==> src/logic/pattern_pkg.sv <==
// Shared constants and types for the imaging test pattern generator.
package pattern_pkg;
  localparam logic [7:0] ADDR_SETUP = 8'h01;
  localparam logic [7:0] ADDR_RESERVED_A = 8'h36;
  localparam logic [7:0] ADDR_RESERVED_B = 8'h37;
  localparam logic [7:0] ADDR_PATTERN_CONTROL = 8'h38;
  localparam logic [7:0] ADDR_FIXED_CODE_HIGH = 8'h39;
  localparam logic [7:0] ADDR_FIXED_CODE_LOW = 8'h3a;
  localparam logic [7:0] ADDR_GRADATION_PITCH = 8'h3b;
  localparam logic [7:0] ADDR_GRADATION_STEP = 8'h3c;
  localparam logic [7:0] ADDR_COLOUR_LINE_DELAY = 8'h3d;
  localparam logic [7:0] ADDR_RESERVED_C = 8'h3e;
  localparam logic [7:0] ADDR_RESERVED_D = 8'h3f;
  localparam logic [7:0] RESET_REG = 8'h00;
  localparam int CLAMP_BIT = 4;
  localparam int PAT_ON_BIT = 7;
  localparam int KIND_HI = 6;
  localparam int KIND_LO = 5;
  localparam int SEL_HI = 4;
  localparam int SEL_LO = 3;
  localparam int LOW_CODE_HI = 7;
  localparam int LOW_CODE_LO = 6;
  localparam int DELAY_HI = 3;
  localparam int CODE_W = 10;
  localparam logic [9:0] CODE_FULL = 10'h3ff;
  localparam logic [9:0] CODE_ZERO = 10'h000;
  localparam logic [3:0] GRID_MASK = 4'hf;
  localparam int HIST_DEPTH = 30;
  localparam int FIFO_DEPTH = 16;
  typedef enum logic [1:0] {
    KIND_FIXED = 2'b00,
    KIND_MAIN_SCAN = 2'b01,
    KIND_SUB_SCAN = 2'b10,
    KIND_GRID = 2'b11
  } pattern_kind_e;
  typedef enum logic [1:0] {
    SEL_ALL = 2'b00,
    SEL_RED = 2'b01,
    SEL_GREEN = 2'b10,
    SEL_BLUE = 2'b11
  } colour_sel_e;
endpackage

==> src/logic/pattern_generator.sv <==
// Test pattern generator with register port, output FIFO and stream stage.
// Functional notes
// - Pattern enable clear passes converted pixels; set outputs the pattern.
// - Kind field: 00 fixed, 01 main-scan ramp, 10 sub-scan ramp, 11 grid.
// - Colour field: 00 all colours, 01 red, 10 green, 11 blue only.
// - With one colour chosen, the other colours carry code 1023.
// - Fixed code is high register bits 7:0 over low register bits 7:6.
// - Pitch value 1 to 255 sets how many units each ramp step spans; 0 also gives one unit.
// - Step value 0 to 255 is added to the ramp code at each step.
// - Delay field delays red to green and green to blue by 0-15 lines.
// - Setup register bit 4 turns the input over-voltage clamps on or off.

module stream_fifo #(
  parameter int WIDTH = 30,
  parameter int DEPTH = 16
) (
  input wire logic clock,
  input wire logic reset_n,
  input wire logic ce,
  input wire logic in_valid,
  output logic in_ready,
  input wire logic [WIDTH-1:0] in_data,
  output logic out_valid,
  input wire logic out_ready,
  output logic [WIDTH-1:0] out_data
);
  localparam int AW = $clog2(DEPTH);
  logic [WIDTH-1:0] mem_ff [DEPTH];
  logic [AW-1:0] wr_ff;
  logic [AW-1:0] rd_ff;
  logic [AW:0] count_ff;
  logic [AW:0] nxt_count;
  logic not_full_ff;
  logic not_empty_ff;
  logic push;
  logic pop;

  assign push = ce & in_valid & not_full_ff;
  assign pop = ce & not_empty_ff & out_ready;
  assign in_ready = not_full_ff;
  assign out_valid = not_empty_ff;
  assign out_data = mem_ff[rd_ff];

  always_comb begin
    nxt_count = count_ff;
    if (push && !pop) begin
      nxt_count = count_ff + 1'b1;
    end else if (pop && !push) begin
      nxt_count = count_ff - 1'b1;
    end
  end

  always_ff @(posedge clock) begin
    if (push) begin
      mem_ff[wr_ff] <= in_data;
    end
  end

  // Flags are registered so that ready and valid never ripple through logic.
  always_ff @(posedge clock) begin
    if (!reset_n) begin
      wr_ff <= '0;
      rd_ff <= '0;
      count_ff <= '0;
      not_full_ff <= 1'b1;
      not_empty_ff <= 1'b0;
    end else if (ce) begin
      if (push) begin
        wr_ff <= wr_ff + 1'b1;
      end
      if (pop) begin
        rd_ff <= rd_ff + 1'b1;
      end
      count_ff <= nxt_count;
      not_full_ff <= (nxt_count != DEPTH[AW:0]);
      not_empty_ff <= (nxt_count != '0);
    end
  end
endmodule

module pattern_generator import pattern_pkg::*; #(
  parameter int DEPTH = FIFO_DEPTH
) (
  input wire logic clock,
  input wire logic reset_n,
  input wire logic ce,
  input wire logic reg_write,
  input wire logic reg_read,
  input wire logic [7:0] reg_addr,
  input wire logic [7:0] reg_wdata,
  output logic [7:0] reg_rdata,
  output logic input_clamp_on,
  input wire logic line_clamp_strobe,
  input wire logic pix_valid,
  output logic pix_ready,
  input wire logic [9:0] pix_red,
  input wire logic [9:0] pix_green,
  input wire logic [9:0] pix_blue,
  output logic out_valid,
  input wire logic out_ready,
  output logic [9:0] out_red,
  output logic [9:0] out_green,
  output logic [9:0] out_blue
);
  logic [7:0] setup_ff;
  logic [7:0] reserved_a_ff;
  logic [7:0] reserved_b_ff;
  logic [7:0] pattern_control_ff;
  logic [7:0] fixed_code_high_ff;
  logic [7:0] fixed_code_low_ff;
  logic [7:0] gradation_pitch_ff;
  logic [7:0] gradation_step_ff;
  logic [7:0] colour_line_delay_ff;
  logic [7:0] rdata_ff;
  logic [7:0] nxt_rdata;
  logic [2:0] line_sync_ff;
  logic line_evt;
  logic [7:0] pix_cnt_ff;
  logic [7:0] main_cnt_ff;
  logic [9:0] main_code_ff;
  logic [7:0] sub_cnt_ff;
  logic [9:0] sub_code_ff;
  logic [7:0] line_cnt_ff;
  logic [10:0] hist_ff [HIST_DEPTH];
  logic main_adv;
  logic sub_adv;
  logic pattern_output_on;
  pattern_kind_e pattern_kind;
  colour_sel_e pattern_colour_select;
  logic [9:0] fixed_pattern_code;
  logic [3:0] delay;
  logic [10:0] lag_green;
  logic [10:0] lag_blue;
  logic [9:0] pat_red;
  logic [9:0] pat_green;
  logic [9:0] pat_blue;
  logic [29:0] push_data;
  logic push;
  logic fifo_valid;
  logic fifo_take;
  logic [29:0] fifo_data;
  logic [29:0] out_data_ff;
  logic out_valid_ff;

  assign pattern_output_on = pattern_control_ff[PAT_ON_BIT];
  assign pattern_kind = pattern_kind_e'(pattern_control_ff[KIND_HI:KIND_LO]);
  assign pattern_colour_select =
    colour_sel_e'(pattern_control_ff[SEL_HI:SEL_LO]);
  assign fixed_pattern_code = {fixed_code_high_ff,
    fixed_code_low_ff[LOW_CODE_HI:LOW_CODE_LO]};
  assign delay = colour_line_delay_ff[DELAY_HI:0];
  assign reg_rdata = rdata_ff;
  assign input_clamp_on = setup_ff[CLAMP_BIT];
  assign out_valid = out_valid_ff;
  assign out_red = out_data_ff[29:20];
  assign out_green = out_data_ff[19:10];
  assign out_blue = out_data_ff[9:0];

  // Writes to reserved words A and B are stored and read back unchanged; C and D are not stored.
  always_ff @(posedge clock) begin
    if (!reset_n) begin
      setup_ff <= RESET_REG;
      reserved_a_ff <= RESET_REG;
      reserved_b_ff <= RESET_REG;
      pattern_control_ff <= RESET_REG;
      fixed_code_high_ff <= RESET_REG;
      fixed_code_low_ff <= RESET_REG;
      gradation_pitch_ff <= RESET_REG;
      gradation_step_ff <= RESET_REG;
      colour_line_delay_ff <= RESET_REG;
    end else if (ce && reg_write) begin
      if (reg_addr == ADDR_SETUP) begin
        setup_ff <= reg_wdata & (8'h01 << CLAMP_BIT);
      end else if (reg_addr == ADDR_RESERVED_A) begin
        reserved_a_ff <= reg_wdata;
      end else if (reg_addr == ADDR_RESERVED_B) begin
        reserved_b_ff <= reg_wdata;
      end else if (reg_addr == ADDR_PATTERN_CONTROL) begin
        pattern_control_ff <= {reg_wdata[7:3], 3'b000};
      end else if (reg_addr == ADDR_FIXED_CODE_HIGH) begin
        fixed_code_high_ff <= reg_wdata;
      end else if (reg_addr == ADDR_FIXED_CODE_LOW) begin
        fixed_code_low_ff <= {reg_wdata[7:6], 6'b000000};
      end else if (reg_addr == ADDR_GRADATION_PITCH) begin
        gradation_pitch_ff <= reg_wdata;
      end else if (reg_addr == ADDR_GRADATION_STEP) begin
        gradation_step_ff <= reg_wdata;
      end else if (reg_addr == ADDR_COLOUR_LINE_DELAY) begin
        colour_line_delay_ff <= {4'h0, reg_wdata[3:0]};
      end
    end
  end

  always_comb begin
    nxt_rdata = 8'h00;
    if (reg_addr == ADDR_SETUP) begin
      nxt_rdata = setup_ff;
    end else if (reg_addr == ADDR_RESERVED_A) begin
      nxt_rdata = reserved_a_ff;
    end else if (reg_addr == ADDR_RESERVED_B) begin
      nxt_rdata = reserved_b_ff;
    end else if (reg_addr == ADDR_PATTERN_CONTROL) begin
      nxt_rdata = pattern_control_ff;
    end else if (reg_addr == ADDR_FIXED_CODE_HIGH) begin
      nxt_rdata = fixed_code_high_ff;
    end else if (reg_addr == ADDR_FIXED_CODE_LOW) begin
      nxt_rdata = fixed_code_low_ff;
    end else if (reg_addr == ADDR_GRADATION_PITCH) begin
      nxt_rdata = gradation_pitch_ff;
    end else if (reg_addr == ADDR_GRADATION_STEP) begin
      nxt_rdata = gradation_step_ff;
    end else if (reg_addr == ADDR_COLOUR_LINE_DELAY) begin
      nxt_rdata = colour_line_delay_ff;
    end
  end

  always_ff @(posedge clock) begin
    if (!reset_n) begin
      rdata_ff <= 8'h00;
    end else if (ce && reg_read) begin
      rdata_ff <= nxt_rdata;
    end
  end

  // The strobe comes from a pin, so only the second and third stages feed the edge.
  always_ff @(posedge clock) begin
    if (!reset_n) begin
      line_sync_ff <= 3'b000;
    end else if (ce) begin
      line_sync_ff <= {line_sync_ff[1:0], line_clamp_strobe};
    end
  end

  assign line_evt = ce & line_sync_ff[1] & ~line_sync_ff[2];
  assign push = ce & pix_valid & pix_ready & ~line_evt;
  assign main_adv = ({1'b0, main_cnt_ff} + 9'd1) >=
    {1'b0, gradation_pitch_ff};
  assign sub_adv = ({1'b0, sub_cnt_ff} + 9'd1) >=
    {1'b0, gradation_pitch_ff};

  // A pixel arriving with the line strobe is held off for one cycle.
  always_ff @(posedge clock) begin
    if (!reset_n) begin
      pix_cnt_ff <= 8'h00;
      main_cnt_ff <= 8'h00;
      main_code_ff <= CODE_ZERO;
    end else if (line_evt) begin
      pix_cnt_ff <= 8'h00;
      main_cnt_ff <= 8'h00;
      main_code_ff <= CODE_ZERO;
    end else if (push) begin
      pix_cnt_ff <= pix_cnt_ff + 8'h01;
      if (main_adv) begin
        main_cnt_ff <= 8'h00;
        main_code_ff <= main_code_ff + {2'b00, gradation_step_ff};
      end else begin
        main_cnt_ff <= main_cnt_ff + 8'h01;
      end
    end
  end

  // Sub-scan state restarts whenever the pattern is switched off.
  always_ff @(posedge clock) begin
    if (!reset_n) begin
      sub_cnt_ff <= 8'h00;
      sub_code_ff <= CODE_ZERO;
      line_cnt_ff <= 8'h00;
    end else if (ce && !pattern_output_on) begin
      sub_cnt_ff <= 8'h00;
      sub_code_ff <= CODE_ZERO;
      line_cnt_ff <= 8'h00;
    end else if (line_evt) begin
      line_cnt_ff <= line_cnt_ff + 8'h01;
      if (sub_adv) begin
        sub_cnt_ff <= 8'h00;
        sub_code_ff <= sub_code_ff + {2'b00, gradation_step_ff};
      end else begin
        sub_cnt_ff <= sub_cnt_ff + 8'h01;
      end
    end
  end

  // Line history gives green and blue their delayed view of the pattern.
  // The head entry is split off so no entry ever indexes below the array.
  for (genvar k = 0; k < HIST_DEPTH; k++) begin : g_hist
    logic [10:0] feed;
    if (k == 0) begin : g_head
      assign feed = {line_cnt_ff[3:0] == 4'h0, sub_code_ff};
    end else begin : g_tail
      assign feed = hist_ff[k-1];
    end
    always_ff @(posedge clock) begin
      if (!reset_n) begin
        hist_ff[k] <= 11'h000;
      end else if (line_evt) begin
        hist_ff[k] <= feed;
      end
    end
  end

  function automatic logic [10:0] lag_of(input logic [4:0] n,
                                         input logic [10:0] now);
    lag_of = (n == 5'd0) ? now : hist_ff[n - 5'd1];
  endfunction

  function automatic logic [9:0] word_of(input logic [10:0] lag);
    case (pattern_kind)
      KIND_FIXED: word_of = fixed_pattern_code;
      KIND_MAIN_SCAN: word_of = main_code_ff;
      KIND_SUB_SCAN: word_of = lag[9:0];
      default: word_of = (lag[10] || (pix_cnt_ff[3:0] & GRID_MASK) == 4'h0)
        ? CODE_FULL : CODE_ZERO;
    endcase
  endfunction

  always_comb begin
    lag_green = lag_of({1'b0, delay},
      {line_cnt_ff[3:0] == 4'h0, sub_code_ff});
    lag_blue = lag_of({delay, 1'b0},
      {line_cnt_ff[3:0] == 4'h0, sub_code_ff});
    pat_red = word_of({line_cnt_ff[3:0] == 4'h0, sub_code_ff});
    pat_green = word_of(lag_green);
    pat_blue = word_of(lag_blue);
    if (pattern_colour_select != SEL_ALL &&
        pattern_colour_select != SEL_RED) begin
      pat_red = CODE_FULL;
    end
    if (pattern_colour_select != SEL_ALL &&
        pattern_colour_select != SEL_GREEN) begin
      pat_green = CODE_FULL;
    end
    if (pattern_colour_select != SEL_ALL &&
        pattern_colour_select != SEL_BLUE) begin
      pat_blue = CODE_FULL;
    end
    push_data = pattern_output_on ? {pat_red, pat_green, pat_blue}
      : {pix_red, pix_green, pix_blue};
  end

  stream_fifo #(.WIDTH(30), .DEPTH(DEPTH)) u_fifo (
    .clock(clock),
    .reset_n(reset_n),
    .ce(ce),
    .in_valid(pix_valid & ~line_evt),
    .in_ready(pix_ready),
    .in_data(push_data),
    .out_valid(fifo_valid),
    .out_ready(fifo_take),
    .out_data(fifo_data)
  );

  assign fifo_take = ~out_valid_ff | out_ready;

  always_ff @(posedge clock) begin
    if (!reset_n) begin
      out_valid_ff <= 1'b0;
      out_data_ff <= 30'h00000000;
    end else if (ce && fifo_take) begin
      out_valid_ff <= fifo_valid;
      if (fifo_valid) begin
        out_data_ff <= fifo_data;
      end
    end
  end

  property p_raw_pass;
    @(posedge clock) disable iff (!reset_n)
    push && !pattern_output_on |-> push_data == {pix_red, pix_green, pix_blue};
  endproperty
  a_raw_pass: assert property (p_raw_pass)
    else $error("raw pixel not passed through");

  property p_fixed;
    @(posedge clock) disable iff (!reset_n)
    push && pattern_output_on && pattern_kind == KIND_FIXED &&
    pattern_colour_select == SEL_ALL |->
    push_data[29:20] == fixed_pattern_code && push_data[9:0] ==
    fixed_pattern_code;
  endproperty
  a_fixed: assert property (p_fixed)
    else $error("fixed code not on output");

  property p_red_only;
    @(posedge clock) disable iff (!reset_n)
    push && pattern_output_on && pattern_colour_select == SEL_RED |->
    push_data[19:0] == {CODE_FULL, CODE_FULL};
  endproperty
  a_red_only: assert property (p_red_only)
    else $error("unselected colours not at full code");

  property p_blue_sel;
    @(posedge clock) disable iff (!reset_n)
    push && pattern_output_on && pattern_colour_select == SEL_BLUE &&
    pattern_kind == KIND_MAIN_SCAN |->
    push_data[9:0] == main_code_ff && push_data[29:20] == CODE_FULL;
  endproperty
  a_blue_sel: assert property (p_blue_sel)
    else $error("blue selection wrong");

  property p_low_code;
    @(posedge clock) disable iff (!reset_n)
    ce && reg_write && reg_addr == ADDR_FIXED_CODE_LOW |=>
    fixed_pattern_code[1:0] == $past(reg_wdata[7:6]);
  endproperty
  a_low_code: assert property (p_low_code)
    else $error("fixed code low bits wrong");

  property p_sub_step;
    @(posedge clock) disable iff (!reset_n)
    line_evt && pattern_output_on && sub_adv |=>
    sub_code_ff == $past(sub_code_ff) + {2'b00, $past(gradation_step_ff)};
  endproperty
  a_sub_step: assert property (p_sub_step)
    else $error("sub scan step not added");

  property p_sub_hold;
    @(posedge clock) disable iff (!reset_n)
    line_evt && pattern_output_on && !sub_adv |=> $stable(sub_code_ff);
  endproperty
  a_sub_hold: assert property (p_sub_hold)
    else $error("ramp stepped before pitch ended");

  property p_green_delay;
    @(posedge clock) disable iff (!reset_n)
    push && pattern_output_on && pattern_kind == KIND_SUB_SCAN &&
    pattern_colour_select == SEL_ALL && delay != 4'h0 |->
    push_data[19:10] == hist_ff[delay - 4'h1][9:0];
  endproperty
  a_green_delay: assert property (p_green_delay)
    else $error("green not delayed");

  property p_clamp;
    @(posedge clock) disable iff (!reset_n)
    ce && reg_write && reg_addr == ADDR_SETUP |=>
    input_clamp_on == $past(reg_wdata[CLAMP_BIT]);
  endproperty
  a_clamp: assert property (p_clamp)
    else $error("clamp enable wrong");

  property p_line_restart;
    @(posedge clock) disable iff (!reset_n)
    line_evt |=> pix_cnt_ff == 8'h00 && main_code_ff == CODE_ZERO;
  endproperty
  a_line_restart: assert property (p_line_restart)
    else $error("line start did not restart ramp");

  c_grid: cover property (@(posedge clock) disable iff (!reset_n)
    push && pattern_output_on && pattern_kind == KIND_GRID);
  c_main: cover property (@(posedge clock) disable iff (!reset_n)
    push && pattern_output_on && pattern_kind == KIND_MAIN_SCAN && main_adv);
  c_full: cover property (@(posedge clock) disable iff (!reset_n)
    !pix_ready);
endmodule

==> config.mk <==
export PLATFORM = sky130hd
export DESIGN_NAME = pattern_generator
export DESIGN_NICKNAME = d
export VERILOG_FILES = /design/src/logic/pattern_pkg.sv /design/src/logic/pattern_generator.sv
export SDC_FILE = /design/constraint.sdc
export NUM_CORES = 1
export LEC_CHECK = 0
export BUFFER_PORTS_ARGS = -buffer_cell sky130_fd_sc_hd__buf_2
export CORE_MARGIN = 3
export CORE_UTILIZATION = 25
export DETAILED_ROUTE_END_ITERATION = 16
export PLACE_DENSITY = 0.43
export REMOVE_ABC_BUFFERS = 1
export SYNTH_ARGS = -nofsm -noshare
export SYNTH_HDL_FRONTEND = slang
export SYNTH_SLANG_ARGS = --single-unit
==> constraint.sdc <==
create_clock -name clock -period 28.2 [get_ports clock]
set_input_delay 5.64 -clock clock [delete_from_list [all_inputs] [get_ports clock]]
set_output_delay 5.64 -clock clock [all_outputs]
set_load 0.05 [all_outputs]
==> out/qor.yml <==
sta:
  tightest_slew_ns: 1.11
  finClkSkew_ns: 0.0469
  finalCritPeriodShare_pct: 30.6
  fmax_mhz: 116
  setup_viol: 0
  tns_ns: 0
  final-hold-violation-count: 0
  period_needed_ns: 8.64
  hold_ws_ns: 0.450
  rsz0062_at_grt: "no"
  final_max_slew_viol_count: 0
  maxSlewHeadroom_pct: 25.5
power_and_ir_drop:
  power_density_nw_per_um2: 63.3
  finalPower_mw: 3.11
  pwr-share-seq_pct: 51.3
  p_int_mw: 2.38
  ir_drop_uv: 50.0
  p_switching_mw: 0.729
  combPwrFrac_pct: 5.6
  clkPwrFrac_pct: 43.1
  netSwitchingFraction_pct: 23.4
  cellLeakagePower_nw: 17.3
detailed_routing:
  wl_per_cell_um: 23.3
  routed-via-count: 25400
  ant_nets: 0
  drt-initial-drc-count: 2002
  routed_wl_um: 123000
  firstDrtPassIters: 7
  drc: 0
  avgViaCountPerCell: 4.82
clock_tree:
  cts.clk_slew.worst_paths_ns: 0.06
  insertion_delay_ns: 0.73
  cts-root-buf: "clkbuf_16"
  clockBufferDepth: 3
  cts_resized: 0
  numCtsBuffers: 102
  cts_hold_buf: 0
  htreeDepth: 3
  cts_setup_buffers: 0
  cts_num_sinks: 963
  cts_tree: "yes"
global_routing:
  grt_pass1_wl_um: 181000
  grt_max_degree: 176
  track_usage_pct: 13.8
  antenna_found_initial: 1
  grt_pass1_vias: 25900
  globalRouteOverflowTotal: 0
synthesis:
  ys.flop_type: "edfxtp_1"
  async_reset_ff_share_pct: 0
  ys_seq_area_share_pct: 64.1
  syn_area_um2: 42700
  synth.ff_latch_count: 963
  syn_area_per_cell_um2: 14.8
  yosys_warnings: 0
  synth_cells: 2889
  ys_types: 78
  synth_edf_count: 810
setup_path:
  path_buf_inv: 4
  worst-endpoint-required_ns: 28.75
  setup.worst_path.class: "in2reg"
  path_delay_family: "buffers and inverters"
  crit_path_cell_trace: "buf_2, and2_4, buf_4, buf_4, buf_4, and3_1"
  path_common_cell: "buf_4"
  crit_fanout: 102
  r2r-start: "colour_line_delay_ff[1]$_SDFFE_PN0P_"
  cp_slowest_cell: "buf_4"
  endpoint_kind: "flip-flop"
  startpoint_type: "primary input"
  max_stage_delay_ns: 0.84
  arrival_ns: 9.19
  critPathLaunch: "ce"
placed_design:
  place_congestion: 0.749
  dp_hpwl_um: 73200
  port_buffers: 94
  place_area_um2: 45900
status:
  outcome: "completed"
floorplan:
  start_util_pct: 25.2
  rows: 151
  die_w_um: 419
  fp.dieH_um: 419
  die_area_um2: 176000
  fp.coreArea_um2: 170000
  ios: 95
cells_and_area:
  final_util_pct: 29.0
  final_cell_mix: "edfxtp_1, and3_1, mux4_2, nand2_1, nor2_1"
  nets: 3056
  drive_gt1_share_pct: 19.9
  syn2layout_area_growth_pct: 15.1
  stdcell_area_um2: 49200
  fill_cells: 17100
  final_common_cell: "edfxtp_1"
min_path:
  worstHoldStart: "out_data_ff[25]$_SDFFE_PN0P_"
  min_path_type: "reg2reg"
flow_run:
  maxCapViolCount: 0
-- routing by layer --
| layer | vias up | share of wire (%) | GRT usage (%) |
|---|---|---|---|
| met2 | 511 | 47 | 22.2 |
| met1 | 13300 | 47 | 19.6 |
| li1 | 11400 | - | - |
| met3 | 139 | 3.9 | 2.02 |
| met5 | - | 0 | 0 |
| met4 | 0 | 2.2 | 3.26 |
-- sequential cells by signal, indices dropped and copies added (netlist names), 2 cells and up --
register              count
line_sync_ff              3
reserved_b_ff             8
gradation_step_ff         8
fixed_code_low_ff         2
pix_cnt_ff                4
reg_rdata                 8
colour_line_delay_ff      4
fixed_code_high_ff        8
main_cnt_ff               8
u_fifo.wr_ff              4
hist_ff                 330
u_fifo.rd_ff              4
out_data_ff              30
line_cnt_ff               4
sub_code_ff              10
main_code_ff             10
u_fifo.count_ff           5
pattern_control_ff        5
sub_cnt_ff                8
reserved_a_ff             8
gradation_pitch_ff        8
u_fifo.mem_ff           480
-- logic make-up (layout without fill, tap and decap cells) --
kind of cell | Yosys count | in the layout | synth area share [%]
multiplexers | 342 | 342 | 14.7
AND/OR/NAND/NOR | 868 | 868 | 10.4
adder cells (fa/ha/maj) | 52 | 52 | 1.56
AO/OA/AOI/OAI | 373 | 373 | 5.82
buffers and inverters | 248 | 397 | 2.45
flip-flops | 963 | 963 | 64.1
XOR/XNOR | 43 | 43 | 0.943
other | 0 | 3 | 0
-- power groups by stage --
stage / sequential, mW / combinational (mW) / clock, mW
global placement: 1.63 / 0.180 / 0
CTS: 1.60 / 0.181 / 1.39
finish: 1.60 / 0.175 / 1.34
detailed placement: 1.63 / 0.180 / 0
global route: 1.60 / 0.191 / 1.44
floorplan: 1.65 / 0.102 / 0
-- stage by stage --
step                instances  setup WS, ns
CTS                      5256         19.56
finish                   5259         19.56
detailed placement       5064         18.81
global placement         5064         18.81
global route             5256         19.28
floorplan                2683         13.60
-- area by class of cell --
type | instances | area, um2 | area share [%]
flip-flops and latches | 963 | 27400 | 55.7
multi-input cells | 1678 | 14500 | 29.5
clock buffers | 135 | 2780 | 5.65
well taps | 2218 | 2780 | 5.64
repair buffers | 163 | 1010 | 2.05
clock inverters | 57 | 528 | 1.07
inverters | 42 | 160 | 0.326
diodes | 3 | 7.51 | 0.0153
-- cell usage after synthesis, types with 16 or more instances --
| master | number | area share, % |
|---|---|---|
| mux4_2 | 229 | 12 |
| nand2_1 | 212 | 1.9 |
| a22o_1 | 16 | 0.33 |
| a21oi_1 | 114 | 1.3 |
| nor2b_1 | 18 | 0.26 |
| xnor2_1 | 22 | 0.45 |
| mux2i_1 | 112 | 2.6 |
| buf_2 | 33 | 0.39 |
| a211oi_1 | 18 | 0.32 |
| nor3_1 | 22 | 0.26 |
| and3_1 | 333 | 4.9 |
| clkbuf_1 | 146 | 1.3 |
| edfxtp_1 | 810 | 57 |
| dfxtp_1 | 153 | 7.2 |
| nand3_1 | 25 | 0.29 |
| inv_1 | 41 | 0.36 |
| a22oi_1 | 17 | 0.30 |
| ha_1 | 50 | 1.5 |
| buf_1 | 16 | 0.14 |
| nor2_1 | 190 | 1.7 |
| a31oi_1 | 35 | 0.51 |
| xor2_1 | 19 | 0.39 |
| o21ai_0 | 59 | 0.69 |
-- path summary, 6_finish.rpt --
kind,endpoint,slack [ns],cells past startpoint
worst max-delay path,hist_ff[7][5]$_SDFFCE_PN0P_,19.56,6
worst min-delay path,out_data_ff[25]$_SDFFE_PN0P_,0.45,2
worst max register to register,u_fifo.mem_ff[0][14]$_DFFE_PP_,23.40,10
worst min register to register,out_data_ff[25]$_SDFFE_PN0P_,0.45,2
-- tightest hold or removal path: cells and delay by family, from the launching register on --
family / cells / cell delay (ns)
and+or+nand+nor: 1 / 0.05
DFF: 1 / 0.30
AOI/OAI and AO/OA: 1 / 0.05
Power figures use the tool's default switching activity.
